==> src/motor_cfg_consts.vh <==
// Offsets, field layout, reset values and codes of the motor driver configuration bank
// Function
// Lock code 011b unlocks all registers; codes other than 011b/110b keep lock state.
// Lock code 110b locks; while locked only lock field writes are accepted.
// Writing 1 to fault_clear clears latched faults; bit returns to 0 alone.
// Two-bit input scheme: six, six limited, three, three limited; resets to 0.
// serial_out_drive 0 gives open-drain output, 1 push-pull; resets to 1.
// Two-bit edge rate selects 25, 50, 125, 200 V/us; resets to 0.
// Full-duty frequency bit selects 20 kHz at 0, 40 kHz at 1.
// Overvoltage enable resets to 1; level select picks 34 V or 22 V.
// Serial faults kept off fault pin when report disabled; warnings shown when enabled.
// bridge_hiz 1 places all bridge FETs in high impedance; 0 no effect.
// Cycle clear bit 1 lets overcurrent clear on PWM cycle change.
// Two-bit overcurrent filter selects 0.2, 0.6, 1.25, 1.6 us; resets to 1.
// Retry time bit selects 5 ms at 0, 500 ms at 1.
// Overcurrent threshold bit selects 16 A at 0, 24 A at 1.
// Overcurrent response: latched, retrying, report only, or nothing.
// Recirculation bit selects brake at 0, coast at 1 during current limit.
// Independent enables for asynchronous (bit 3) and synchronous (bit 2) rectification.
// Two-bit sense gain selects 0.15, 0.3, 0.6, 1.2 V/A.
// Regulator voltage selects 3.3, 5.0, 4.0, 5.7 V; disable bit turns it off.
// Regulator current limit 600 or 150 mA; sequencing disable bit.
// Status flags for parity error, framing error, bad address read 1 when seen.
// Status flags for memory error, regulator overcurrent/undervolt, pump undervolt; bit7 zero.
// Delay compensation enable is bit 4, resets to 0.
// Four-bit delay target, code 0 is 0 us, others 0.4 to 3.2 us.
// Framing and address flags stay latched until fault_clear or sleep pulse.
// Any access outside 0x0 to 0xC sets the address flag; the code sets it only for frames of 16 bits with good parity.
// Writes to reserved or unlisted locations ignored; those read zero.
`ifndef MOTOR_CFG_CONSTS_VH
`define MOTOR_CFG_CONSTS_VH
`define ADDR_IC_STATUS    6'h00
`define ADDR_STATUS1      6'h01
`define ADDR_LINK_STATUS  6'h02
`define ADDR_LOCK_KEY     6'h03
`define ADDR_DRIVE_SCHEME 6'h04
`define ADDR_PROT_REPORT  6'h05
`define ADDR_OVERCURRENT  6'h06
`define ADDR_RECT_SENSE   6'h07
`define ADDR_REGULATOR    6'h08
`define ADDR_DELAY_COMP   6'h0c
`define ADDR_LAST         6'h0c
`define RST_LOCK_KEY      8'h00
`define RST_DRIVE_SCHEME  8'h60
`define RST_PROT_REPORT   8'h46
`define RST_OVERCURRENT   8'h10
`define RST_RECT_SENSE    8'h00
`define RST_REGULATOR     8'h00
`define RST_DELAY_COMP    8'h00
`define MASK_LOCK_KEY     8'h07
`define MASK_DRIVE_SCHEME 8'hfe
`define MASK_PROT_REPORT  8'h7f
`define MASK_OVERCURRENT  8'hff
`define MASK_RECT_SENSE   8'hff
`define MASK_REGULATOR    8'h3f
`define MASK_DELAY_COMP   8'h1f
`define LOCK_CODE_OPEN    3'b011
`define LOCK_CODE_CLOSE   3'b110
`define FRAME_BITS        5'h10
`define BIT_FAULT_CLEAR   0
`define BIT_OTP_ERR       6
`define BIT_REG_OC        5
`define BIT_REG_UV        4
`define BIT_PUMP_UV       3
`define BIT_PARITY        2
`define BIT_FRAMING       1
`define BIT_BAD_ADDR      0
`endif

==> src/motor_driver_config_regs.v <==
// Serial-link configuration and status register bank of a three-phase motor driver
`timescale 1ns/100ps
`include "motor_cfg_consts.vh"
module motor_driver_config_regs (
  input  wire       CLOCK,
  input  wire       SRST,
  input  wire       CE,
  input  wire       SERIAL_CLK,
  input  wire       SERIAL_SELECT_N,
  input  wire       SERIAL_DATA_IN,
  output reg        SERIAL_DATA_OUT,
  output reg        SERIAL_DATA_OE,
  input  wire       SLEEP_IN_N,
  input  wire       OTP_ERR_IN,
  input  wire       REG_OVERCURRENT_IN,
  input  wire       REG_UNDERVOLT_IN,
  input  wire       PUMP_UNDERVOLT_IN,
  input  wire       HOT_WARN_IN,
  input  wire [7:0] IC_STATUS_IN,
  input  wire [7:0] STATUS1_IN,
  output reg        FAULT_OUT_N,
  output reg        LOCKED,
  output wire [1:0] INPUT_SCHEME,
  output wire       SERIAL_OUT_DRIVE,
  output wire [1:0] EDGE_RATE,
  output wire       FULL_DUTY_FREQ_SEL,
  output wire       OVERVOLT_LEVEL_SEL,
  output wire       OVERVOLT_PROTECT_EN,
  output wire       SERIAL_FAULT_REPORT_DIS,
  output wire       HOT_WARN_REPORT_EN,
  output wire       BRIDGE_HIZ,
  output wire       OVERCURRENT_CYCLE_CLEAR,
  output wire [1:0] OVERCURRENT_FILTER_TIME,
  output wire       OVERCURRENT_RETRY_TIME,
  output wire       OVERCURRENT_THRESHOLD,
  output wire [1:0] OVERCURRENT_RESPONSE,
  output wire       LIMIT_RECIRC_PATH,
  output wire       ASYNC_RECTIFY_EN,
  output wire       SYNC_RECTIFY_EN,
  output wire [1:0] SENSE_AMP_GAIN,
  output wire       REG_SEQUENCING_DIS,
  output wire       REG_CURRENT_LIMIT,
  output wire [1:0] REG_VOLTAGE_SEL,
  output wire       REG_DISABLE,
  output wire       DELAY_COMP_EN,
  output wire [3:0] DELAY_COMP_TARGET
);

  // Control registers; reserved read-only bits are held at zero by the masks
  reg [7:0] lock_key_ctrl;
  reg [7:0] drive_scheme_ctrl;
  reg [7:0] protection_report_ctrl;
  reg [7:0] overcurrent_ctrl;
  reg [7:0] rectify_sense_ctrl;
  reg [7:0] regulator_ctrl;
  reg [7:0] delay_comp_ctrl;
  reg [7:0] link_supply_fault_status;

  // Two-stage synchronisers for the serial, sleep, supply-fault and warning pins; IC_STATUS_IN and STATUS1_IN are not synchronised
  reg [8:0] sync_meta;
  reg [8:0] sync_out;
  reg       sclk_prev;
  reg       sel_prev;
  wire      sclk_s    = sync_out[0];
  wire      sel_n_s   = sync_out[1];
  wire      sdi_s     = sync_out[2];
  wire      sleep_n_s = sync_out[3];
  wire [3:0] supply_s = sync_out[7:4];
  wire      warn_s    = sync_out[8];

  wire sclk_rise  = sclk_s & ~sclk_prev;
  wire sclk_fall  = ~sclk_s & sclk_prev;
  wire frame_open = ~sel_n_s & sel_prev;
  wire frame_shut = sel_n_s & ~sel_prev;
  wire in_frame   = ~sel_n_s;

  reg [15:0] shift_in;
  reg [4:0]  fall_cnt;
  reg [15:0] out_word;
  reg        sdo_bit;
  reg        clear_pulse;

  function [7:0] read_mux;
    input [5:0] addr;
    begin
      case (addr)
        `ADDR_IC_STATUS:    read_mux = IC_STATUS_IN;
        `ADDR_STATUS1:      read_mux = STATUS1_IN;
        `ADDR_LINK_STATUS:  read_mux = link_supply_fault_status;
        `ADDR_LOCK_KEY:     read_mux = lock_key_ctrl;
        `ADDR_DRIVE_SCHEME: read_mux = drive_scheme_ctrl;
        `ADDR_PROT_REPORT:  read_mux = protection_report_ctrl;
        `ADDR_OVERCURRENT:  read_mux = overcurrent_ctrl;
        `ADDR_RECT_SENSE:   read_mux = rectify_sense_ctrl;
        `ADDR_REGULATOR:    read_mux = regulator_ctrl;
        `ADDR_DELAY_COMP:   read_mux = delay_comp_ctrl;
        default:            read_mux = 8'h00;
      endcase
    end
  endfunction

  // Merges written data into the writable bits only
  function [7:0] merge;
    input [7:0] old;
    input [7:0] data;
    input [7:0] mask;
    begin
      merge = (old & ~mask) | (data & mask);
    end
  endfunction

  // Frame decode at the closing edge of select
  wire       frame_full  = (fall_cnt == `FRAME_BITS);
  wire       parity_ok   = ~(^shift_in);
  wire       is_write    = ~shift_in[15];
  wire [5:0] frame_addr  = shift_in[14:9];
  wire [7:0] frame_data  = shift_in[7:0];
  wire       addr_bad    = (frame_addr > `ADDR_LAST);
  wire       good_frame  = frame_shut & frame_full & parity_ok;
  wire       set_framing = frame_shut & ~frame_full;
  wire       set_parity  = frame_shut & frame_full & ~parity_ok;
  wire       set_badaddr = good_frame & addr_bad;
  wire       do_write    = good_frame & ~addr_bad & is_write;
  wire       wr_lock     = do_write & (frame_addr == `ADDR_LOCK_KEY);
  wire       wr_other    = do_write & ~LOCKED & (frame_addr != `ADDR_LOCK_KEY);

  wire [2:0] new_lock_code = frame_data[2:0];
  wire       next_locked = (wr_lock & (new_lock_code == `LOCK_CODE_OPEN)) ? 1'b0 :
                           (wr_lock & (new_lock_code == `LOCK_CODE_CLOSE)) ? 1'b1 :
                           LOCKED;

  always @(posedge CLOCK) begin
    if (SRST) begin
      // Idle pin levels in both stages, so no false select edge follows reset
      sync_meta <= 9'h00a;
      sync_out  <= 9'h00a;
      sclk_prev <= 1'b0;
      sel_prev  <= 1'b1;
    end else if (CE) begin
      sync_meta <= {HOT_WARN_IN, OTP_ERR_IN, REG_OVERCURRENT_IN, REG_UNDERVOLT_IN,
                    PUMP_UNDERVOLT_IN, SLEEP_IN_N, SERIAL_DATA_IN, SERIAL_SELECT_N, SERIAL_CLK};
      sync_out  <= sync_meta;
      sclk_prev <= sclk_s;
      sel_prev  <= sel_n_s;
    end
  end

  // Serial shifter: capture on falling clock, launch on rising clock, MSB first
  always @(posedge CLOCK) begin
    if (SRST) begin
      shift_in <= 16'h0000;
      fall_cnt <= 5'h00;
      out_word <= 16'h0000;
    end else if (CE) begin
      if (frame_open) begin
        fall_cnt <= 5'h00;
        out_word <= {IC_STATUS_IN, 8'h00};
      end else if (in_frame & sclk_fall) begin
        shift_in <= {shift_in[14:0], sdi_s};
        if (fall_cnt != 5'h1f)
          fall_cnt <= fall_cnt + 5'h01;
        // Address is complete with the seventh capture and is looked up at the eighth; old contents go out for writes too
        if (fall_cnt == 5'h07)
          out_word[7:0] <= read_mux(shift_in[5:0]);
      end
    end
  end

  // Output pin is registered; open-drain only ever pulls low
  reg next_sdo_bit;
  always @* begin
    next_sdo_bit = sdo_bit;
    if (frame_open)
      next_sdo_bit = IC_STATUS_IN[7];
    else if (in_frame & sclk_rise & (fall_cnt < `FRAME_BITS))
      next_sdo_bit = out_word[4'hf - fall_cnt[3:0]];
  end

  always @(posedge CLOCK) begin
    if (SRST) begin
      sdo_bit         <= 1'b1;
      SERIAL_DATA_OUT <= 1'b0;
      SERIAL_DATA_OE  <= 1'b0;
    end else if (CE) begin
      sdo_bit <= next_sdo_bit;
      if (SERIAL_OUT_DRIVE) begin
        SERIAL_DATA_OUT <= next_sdo_bit;
        SERIAL_DATA_OE  <= in_frame;
      end else begin
        SERIAL_DATA_OUT <= 1'b0;
        SERIAL_DATA_OE  <= in_frame & ~next_sdo_bit;
      end
    end
  end

  // Register bank; entering sleep restores defaults just like reset
  always @(posedge CLOCK) begin
    if (SRST | (CE & ~sleep_n_s)) begin
      LOCKED                 <= 1'b0;
      lock_key_ctrl          <= `RST_LOCK_KEY;
      drive_scheme_ctrl      <= `RST_DRIVE_SCHEME;
      protection_report_ctrl <= `RST_PROT_REPORT;
      overcurrent_ctrl       <= `RST_OVERCURRENT;
      rectify_sense_ctrl     <= `RST_RECT_SENSE;
      regulator_ctrl         <= `RST_REGULATOR;
      delay_comp_ctrl        <= `RST_DELAY_COMP;
      clear_pulse            <= 1'b0;
    end else if (CE) begin
      LOCKED      <= next_locked;
      clear_pulse <= 1'b0;
      if (wr_lock)
        lock_key_ctrl <= merge(lock_key_ctrl, frame_data, `MASK_LOCK_KEY);
      if (wr_other) begin
        case (frame_addr)
          `ADDR_DRIVE_SCHEME: begin
            drive_scheme_ctrl <= merge(drive_scheme_ctrl, frame_data, `MASK_DRIVE_SCHEME);
            clear_pulse       <= frame_data[`BIT_FAULT_CLEAR];
          end
          `ADDR_PROT_REPORT:
            protection_report_ctrl <= merge(protection_report_ctrl, frame_data,
                                            `MASK_PROT_REPORT);
          `ADDR_OVERCURRENT:
            overcurrent_ctrl <= merge(overcurrent_ctrl, frame_data, `MASK_OVERCURRENT);
          `ADDR_RECT_SENSE:
            rectify_sense_ctrl <= merge(rectify_sense_ctrl, frame_data, `MASK_RECT_SENSE);
          `ADDR_REGULATOR:
            regulator_ctrl <= merge(regulator_ctrl, frame_data, `MASK_REGULATOR);
          `ADDR_DELAY_COMP:
            delay_comp_ctrl <= merge(delay_comp_ctrl, frame_data, `MASK_DELAY_COMP);
          default: ;
        endcase
      end
    end
  end

  // Latched fault flags; a new event in the clearing cycle still sets its flag
  wire [7:0] flag_set = {1'b0, supply_s, set_parity, set_framing, set_badaddr};
  always @(posedge CLOCK) begin
    if (SRST | (CE & ~sleep_n_s)) begin
      link_supply_fault_status <= 8'h00;
    end else if (CE) begin
      if (clear_pulse)
        link_supply_fault_status <= flag_set;
      else
        link_supply_fault_status <= link_supply_fault_status | flag_set;
    end
  end

  // Fault pin: serial faults gated by the report disable, warnings by the report enable
  wire serial_fault = link_supply_fault_status[`BIT_PARITY] |
                      link_supply_fault_status[`BIT_FRAMING] |
                      link_supply_fault_status[`BIT_BAD_ADDR];
  wire supply_fault = |link_supply_fault_status[`BIT_OTP_ERR:`BIT_PUMP_UV];
  always @(posedge CLOCK) begin
    if (SRST) begin
      FAULT_OUT_N <= 1'b1;
    end else if (CE) begin
      FAULT_OUT_N <= ~((serial_fault & ~SERIAL_FAULT_REPORT_DIS) |
                       (warn_s & HOT_WARN_REPORT_EN) | supply_fault);
    end
  end

  // Field outputs come straight from the register flip-flops
  assign INPUT_SCHEME            = drive_scheme_ctrl[2:1];
  assign SERIAL_OUT_DRIVE        = drive_scheme_ctrl[5];
  assign EDGE_RATE               = drive_scheme_ctrl[4:3];
  assign FULL_DUTY_FREQ_SEL      = protection_report_ctrl[4];
  assign OVERVOLT_LEVEL_SEL      = protection_report_ctrl[3];
  assign OVERVOLT_PROTECT_EN     = protection_report_ctrl[2];
  assign SERIAL_FAULT_REPORT_DIS = protection_report_ctrl[1];
  assign HOT_WARN_REPORT_EN      = protection_report_ctrl[0];
  assign BRIDGE_HIZ              = overcurrent_ctrl[7];
  assign OVERCURRENT_CYCLE_CLEAR = overcurrent_ctrl[6];
  assign OVERCURRENT_FILTER_TIME = overcurrent_ctrl[5:4];
  assign OVERCURRENT_RETRY_TIME  = overcurrent_ctrl[3];
  assign OVERCURRENT_THRESHOLD   = overcurrent_ctrl[2];
  assign OVERCURRENT_RESPONSE    = overcurrent_ctrl[1:0];
  assign LIMIT_RECIRC_PATH       = rectify_sense_ctrl[6];
  assign ASYNC_RECTIFY_EN        = rectify_sense_ctrl[3];
  assign SYNC_RECTIFY_EN         = rectify_sense_ctrl[2];
  assign SENSE_AMP_GAIN          = rectify_sense_ctrl[1:0];
  assign REG_SEQUENCING_DIS      = regulator_ctrl[4];
  assign REG_CURRENT_LIMIT       = regulator_ctrl[3];
  assign REG_VOLTAGE_SEL         = regulator_ctrl[2:1];
  assign REG_DISABLE             = regulator_ctrl[0];
  assign DELAY_COMP_EN           = delay_comp_ctrl[4];
  assign DELAY_COMP_TARGET       = delay_comp_ctrl[3:0];

endmodule // motor_driver_config_regs

==> config.mk <==
export PLATFORM = sky130hd
export DESIGN_NAME = motor_driver_config_regs
export DESIGN_NICKNAME = d
export VERILOG_FILES = /design/src/motor_driver_config_regs.v
export VERILOG_INCLUDE_DIRS = /design/src
export SDC_FILE = /design/constraint.sdc
export NUM_CORES = 1
export LEC_CHECK = 0
export BUFFER_PORTS_ARGS = -buffer_cell sky130_fd_sc_hd__buf_2
export CORE_MARGIN = 2
export CORE_UTILIZATION = 35
export DETAILED_ROUTE_END_ITERATION = 10
export GPL_ROUTABILITY_DRIVEN = 0
export PLACE_DENSITY = 0.59
export SYNTH_ARGS = -nofsm -noshare
export SYNTH_HDL_FRONTEND = slang
export SYNTH_SLANG_ARGS = --single-unit
==> constraint.sdc <==
create_clock -name CLOCK -period 3.1 [get_ports CLOCK]
set_input_delay 0.31 -clock CLOCK [delete_from_list [all_inputs] [get_ports CLOCK]]
set_output_delay 0.31 -clock CLOCK [all_outputs]
set_load 0.05 [all_outputs]
* After elaboration in Yosys (flattened, before gate mapping) *
Index checks and enable logic that the tools add are counted.

word-level totals
  register bits after elaboration = 127
  output and inout bits = 37
  word-level logic and storage cells = 134

cells by class
  add/sub/neg operators = 2
  order comparisons = 3
  equal/unequal tests = 22
  mux-type cells = 18
  bitwise logic cells = 48
  reduce and logical (&&, ||, !) cells = 19

operator list
  cell                   count
  $pmux W8 S10           1
  $eq A6 B3 Y1 const B   8
  $mux W8                4
  $reduce_and A3 Y1      9
  $eq A6 B4 Y1 const B   4
  $and A1 B1 Y1          23
  $eq A6 B2 Y1 const B   3
  $or A8 B7 Y8           2
  $reduce_xor A16 Y1     1
  $mux W5                3
  $not A1 Y1             14
  $mux W1                9
  $or A1 B8 Y8           1
  $or A8 B3 Y8           1
  $or A8 B5 Y8           1
  $or A8 B6 Y8           1
  $reduce_bool A2 Y1     4
  $eq A6 B1 Y1 const B   1
  $gt A6 B4 Y1 const B   1
  $logic_not A6 Y1       1
  $ne A6 B2 Y1 const B   1
  $reduce_and A2 Y1      3
  $add A5 B1 Y5 const B  1
  $eq A5 B3 Y1 const B   1
  other kinds (10)       14

* Longest topological paths before layout *
  depth after elaboration = 10
  gate-level depth with buffers = 10
  mapped depth without buffers = 8

* Least setup slack after synthesis *
Ideal clock, no wire load.

  kind = register to register
  start point = register shift_in[2]
  end point = register lock_key_ctrl[2]
  setup time = 71 ps
  arrival time = 2,386 ps
  setup slack = 643 ps
  stages on the path, launching flop included = 11
  buffers on the path = 3
  clock period less this slack = 2,457 ps
  path through = dfxtp_1 clkbuf_1 inv_1 ha_1 xnor2_1 xnor3_1 xor2_1 buf_2 buf_2 nand3_1 a21oi_1

between the ends
  word-level cells in the longest chain between the ends = 7
  elaborated cells between the ends (all ways) = 8
  classes of those cells = 6 x bitwise; 2 x reduce/logical

ends and longest elaborated chain
  what                         RTL line                        RTL
  start: declaration           motor_driver_config_regs.v:77   reg [15:0] shift_in;
  start signal: assignment     motor_driver_config_regs.v:159  shift_in <= {shift_in[14:0], sdi_s};
  $reduce_xor A16 Y1           motor_driver_config_regs.v:114  wire parity_ok = ~(^shift_in);
  $not A1 Y1                   motor_driver_config_regs.v:114
  $and A1 B1 Y1                motor_driver_config_regs.v:119  wire good_frame = frame_shut & frame_full & parity_ok;
  $and A1 B1 Y1 (2 in a row)   motor_driver_config_regs.v:123  wire do_write = good_frame & ~addr_bad & is_write;
  $and A1 B1 Y1                motor_driver_config_regs.v:124  wire wr_lock = do_write & (frame_addr == `ADDR_LOCK_KEY);
  $reduce_and A2 Y1 (no line)  n/a
  end signal: assignment       motor_driver_config_regs.v:200  lock_key_ctrl <= `RST_LOCK_KEY;
  end signal: assignment       motor_driver_config_regs.v:212  lock_key_ctrl <= merge(lock_key_ctrl, frame_data, `MASK_LOCK_KEY);
  end: declaration             motor_driver_config_regs.v:50   reg [7:0] lock_key_ctrl;

Parallel ways exist; a longest one is shown, timed or not.
A chain may end at the register's enable or synchronous reset.

* Final worst setup path *
  start point = register shift_in[2]
  end point = register rectify_sense_ctrl[5]

between the ends
  word-level cells in the longest chain between the ends = 8

ends and longest elaborated chain
  what                         RTL line                        RTL
  $reduce_xor A16 Y1           motor_driver_config_regs.v:114
  $not A1 Y1                   motor_driver_config_regs.v:114
  $and A1 B1 Y1                motor_driver_config_regs.v:119
  $and A1 B1 Y1 (2 in a row)   motor_driver_config_regs.v:123
  $and A1 B1 Y1 (2 in a row)   motor_driver_config_regs.v:125  wire wr_other = do_write & ~LOCKED & (frame_addr != `ADDR_LOCK_KEY);
  $reduce_and A3 Y1 (no line)  n/a
  end signal: assignment       motor_driver_config_regs.v:204  rectify_sense_ctrl <= `RST_RECT_SENSE;
  end signal: assignment       motor_driver_config_regs.v:225  rectify_sense_ctrl <= merge(rectify_sense_ctrl, frame_data, `MASK_RECT_SENSE);
  end: declaration             motor_driver_config_regs.v:54   reg [7:0] rectify_sense_ctrl;

No other way between the ends.

==> results.md <==
- Crit Path Category: flip-flop to flip-flop
- Clk root buf: clkbuf_16
- Yosys warnings: 0
- Max_cap viols: 0
- I/O pin total: 65
- Drt pass-1 iters: 5
- Worst-path maximum fanout: 28
- Synth top area share: 42.3%
- # hold bufs at CTS: 0
- Layout cells sized above 1: around 17%
- Top FF cell, synth: dfxtp_1
- Placed inst area: 0.00581 mm2
- Fin Setup TNS: 0 ns
- Initial Utilization: 35.6%
- Fin crit period: roughly 2.5 ns
- Worst slew pin tran: ~1.3 ns
- Final period utilization: 79.7%
- Initial antenna violation count: 0
- Largest cells by area after synthesis: dfxtp_1, mux2i_1, a21oi_1, nand3_1, nor2_1
- Most frequent cells in the layout: dfxtp_1, a21oi_1, nand3_1
- PwrDens: approximately 550 mW/mm2
- Final core occ: 42.1%
- DP Wirelength: 11400 um
- Outcome: complete, no violations
- Fillers: 1480
- Routed wire length: ~16000 um
- Post-CTS Setup Inserts: 0
- Post-route antenna net violation count: 0
- Post-synthesis sequential area ratio: 42.3%
- Worst path arrival time: 2.80 ns
- Leakage: 2.48 nW
- Synthesized Nets: 661
- Global route overflow: 0
- Vias in the first global route: 4749
- First-pass GRT wire length: 26000 um
- Clk network pwr share: 53.8%
- Design area: 0.00638 mm2
- Via/cell ratio: 5.82
- Total CTS buffers: 17
- DRT iter0 DRCs: 468
- Seq pwr share: between 40 and 50%
- DRC: 0
- Asr flop ratio synth: 0%
- Clk_skew: 0.0124 ns
- Comb power frac: about 3.7%
- Dpl ws: 0.670 ns
- CORE AREA: 0.0151 mm2
- H-tree lvl count: 4
- FP Rows: 45
- Required time of the critical path: 3.43 ns
- Yosys reg bits: 114
- Int Power: ~2.8 mW
- Worst Hold Class: input port to flip-flop
- Synth unique cells: 50
- Leading area contributor after synthesis: dfxtp_1
- Tot Pwr: 3.53 mW
- Final Setup Violations: 0
- DIE HEIGHT: 128 um
- Maximum operating frequency: 405 MHz
- Slew margin rel.: 16.0%
- CTS max path bufs: 2
- DIE WIDTH: around 130 um
- Net Sw Power: 0.753 mW
- CP Launch Type: flip-flop
- Clock insertion delay at the later pin of the skew report: about 0.42 ns
- Routed vias: 4996
- Synthesized instance count: 622
- Post-CTS sizing: 0
- CTS tree: done
- RSZ-0062 raised after global routing: no
- Max Slew Vio Count: 0
- Clock-pin slew on the worst setup and hold paths: 0.05 ns
- Clk sinks: 114
- Largest net degree at the start of global routing: 56
- Mapped Area: 0.00539 mm2
- Post-route setup slack: 0.629 ns
- Max VDD drop: 0.352 mV
- DIE AREA: 0.0164 mm2
- Port Buf Inserts: 64
- Avg WL per Cell: 19.2 um
- Number of flops mapped to enable cells by yosys: 0
- Ant. Diodes: 0
- Area Overhead vs Synth: 18.4%
- Final Hold Fails: 0
- Avg Cell Area, Syn: 8.67 um2
- Most common cell after layout, fill and taps aside: dfxtp_1
- Switching share of power: 21.3%
- CP endpoint kind: flip-flop
- Net count, final: 699
- Gr usage total: about 21%
power by group through the flow:
stage	clock network (mW)	registers, mW	logic, mW
global placement	0	1.53	0.127
floorplan	0	1.53	0.0797
global route	1.99	1.50	0.141
CTS	1.93	1.50	0.129
finish	1.90	1.50	0.129
detailed placement	0	1.53	0.129
metrics by stage:
stage	std cells	hold slack [ns]
2_1_floorplan	622	0.426
5_1_grt	858	0.110
3_3_place_gp	829	0.448
4_1_cts	858	0.0949
6_report	858	0.117
3_5_place_dp	829	0.443
Yosys cell counts (4+ instances only):
master / instances
and3_1: 15
nor4b_1: 7
a222oi_1: 7
mux2i_1: 35
inv_1: 10
nor4_1: 4
o21ai_0: 32
ha_1: 11
o22ai_1: 4
o21ai_1: 30
xnor2_1: 5
nand3_1: 67
a22oi_1: 23
nand2_1: 32
buf_2: 15
clkbuf_1: 30
o211ai_1: 4
dfxtp_1: 114
nor2_1: 50
a21oi_1: 68
buf_4: 8
area by class of cell:
class	count	area, um2	area share (%)
Inverter	11	41.3	0.647
Sequential cell	114	2280	35.8
Clock inverter	6	80.1	1.25
Clock buffer	23	488	7.65
Timing Repair Buffer	80	453	7.10
Tap cell	188	235	3.69
Multi-Input combinational cell	436	2800	43.9
path summary, 6_finish.rpt:
path	cells past startpoint	endpoint	from	slack (ns)
setup / recovery	8	rectify_sense_ctrl[5]	shift_in[2]	0.63
hold / removal	3	sync_meta[1]	SERIAL_SELECT_N	0.12
setup reg to reg	8	rectify_sense_ctrl[5]	shift_in[2]	0.63
hold reg to reg	2	out_word[14]	out_word[14]	0.46
logic make-up (layout without fill, tap and decap cells):
group           after synthesis  after routing  share of synthesized area, %
simple gates                191            191                          17.3
xor+xnor                     11             11                          2.69
compound gates              183            183                          19.9
mux                          40             40                          8.80
fa+ha+maj                    11             11                          2.55
buf+inv                      72            120                          6.45
flops                       114            114                          42.3
critical path, stage by stage, from the launching register on:
cell and delay (ns):
dfxtp_1 0.32, inv_1 0.08, ha_1 0.33, xnor2_1 0.15
xnor3_1 0.56, xnor2_4 0.30, buf_4 0.35, o21ai_0 0.14
a21oi_1 0.16
flip-flops by register name, summed over array words and instances, names as in the netlist, 3 cells and up:
| signal | count |
|---|---|
| overcurrent_ctrl | 8 |
| shift_in | 16 |
| rectify_sense_ctrl | 8 |
| protection_report_ctrl | 7 |
| link_supply_fault_status | 7 |
| out_word | 16 |
| regulator_ctrl | 6 |
| lock_key_ctrl | 3 |
| sync_out | 9 |
| sync_meta | 9 |
| drive_scheme_ctrl | 7 |
| delay_comp_ctrl | 5 |
| fall_cnt | 5 |
metal layers:
layer | vias to the layer above | routed length (um) | GRT usage (%)
met4 | 0 | 308 | 7.56
met1 | 2403 | 7390 | 28.3
li1 | 2332 | - | -
met2 | 237 | 7410 | 31.5
met3 | 24 | 1330 | 5.09
met5 | - | 0 | 0
Note: power is estimated with default switching activity, not from simulation.
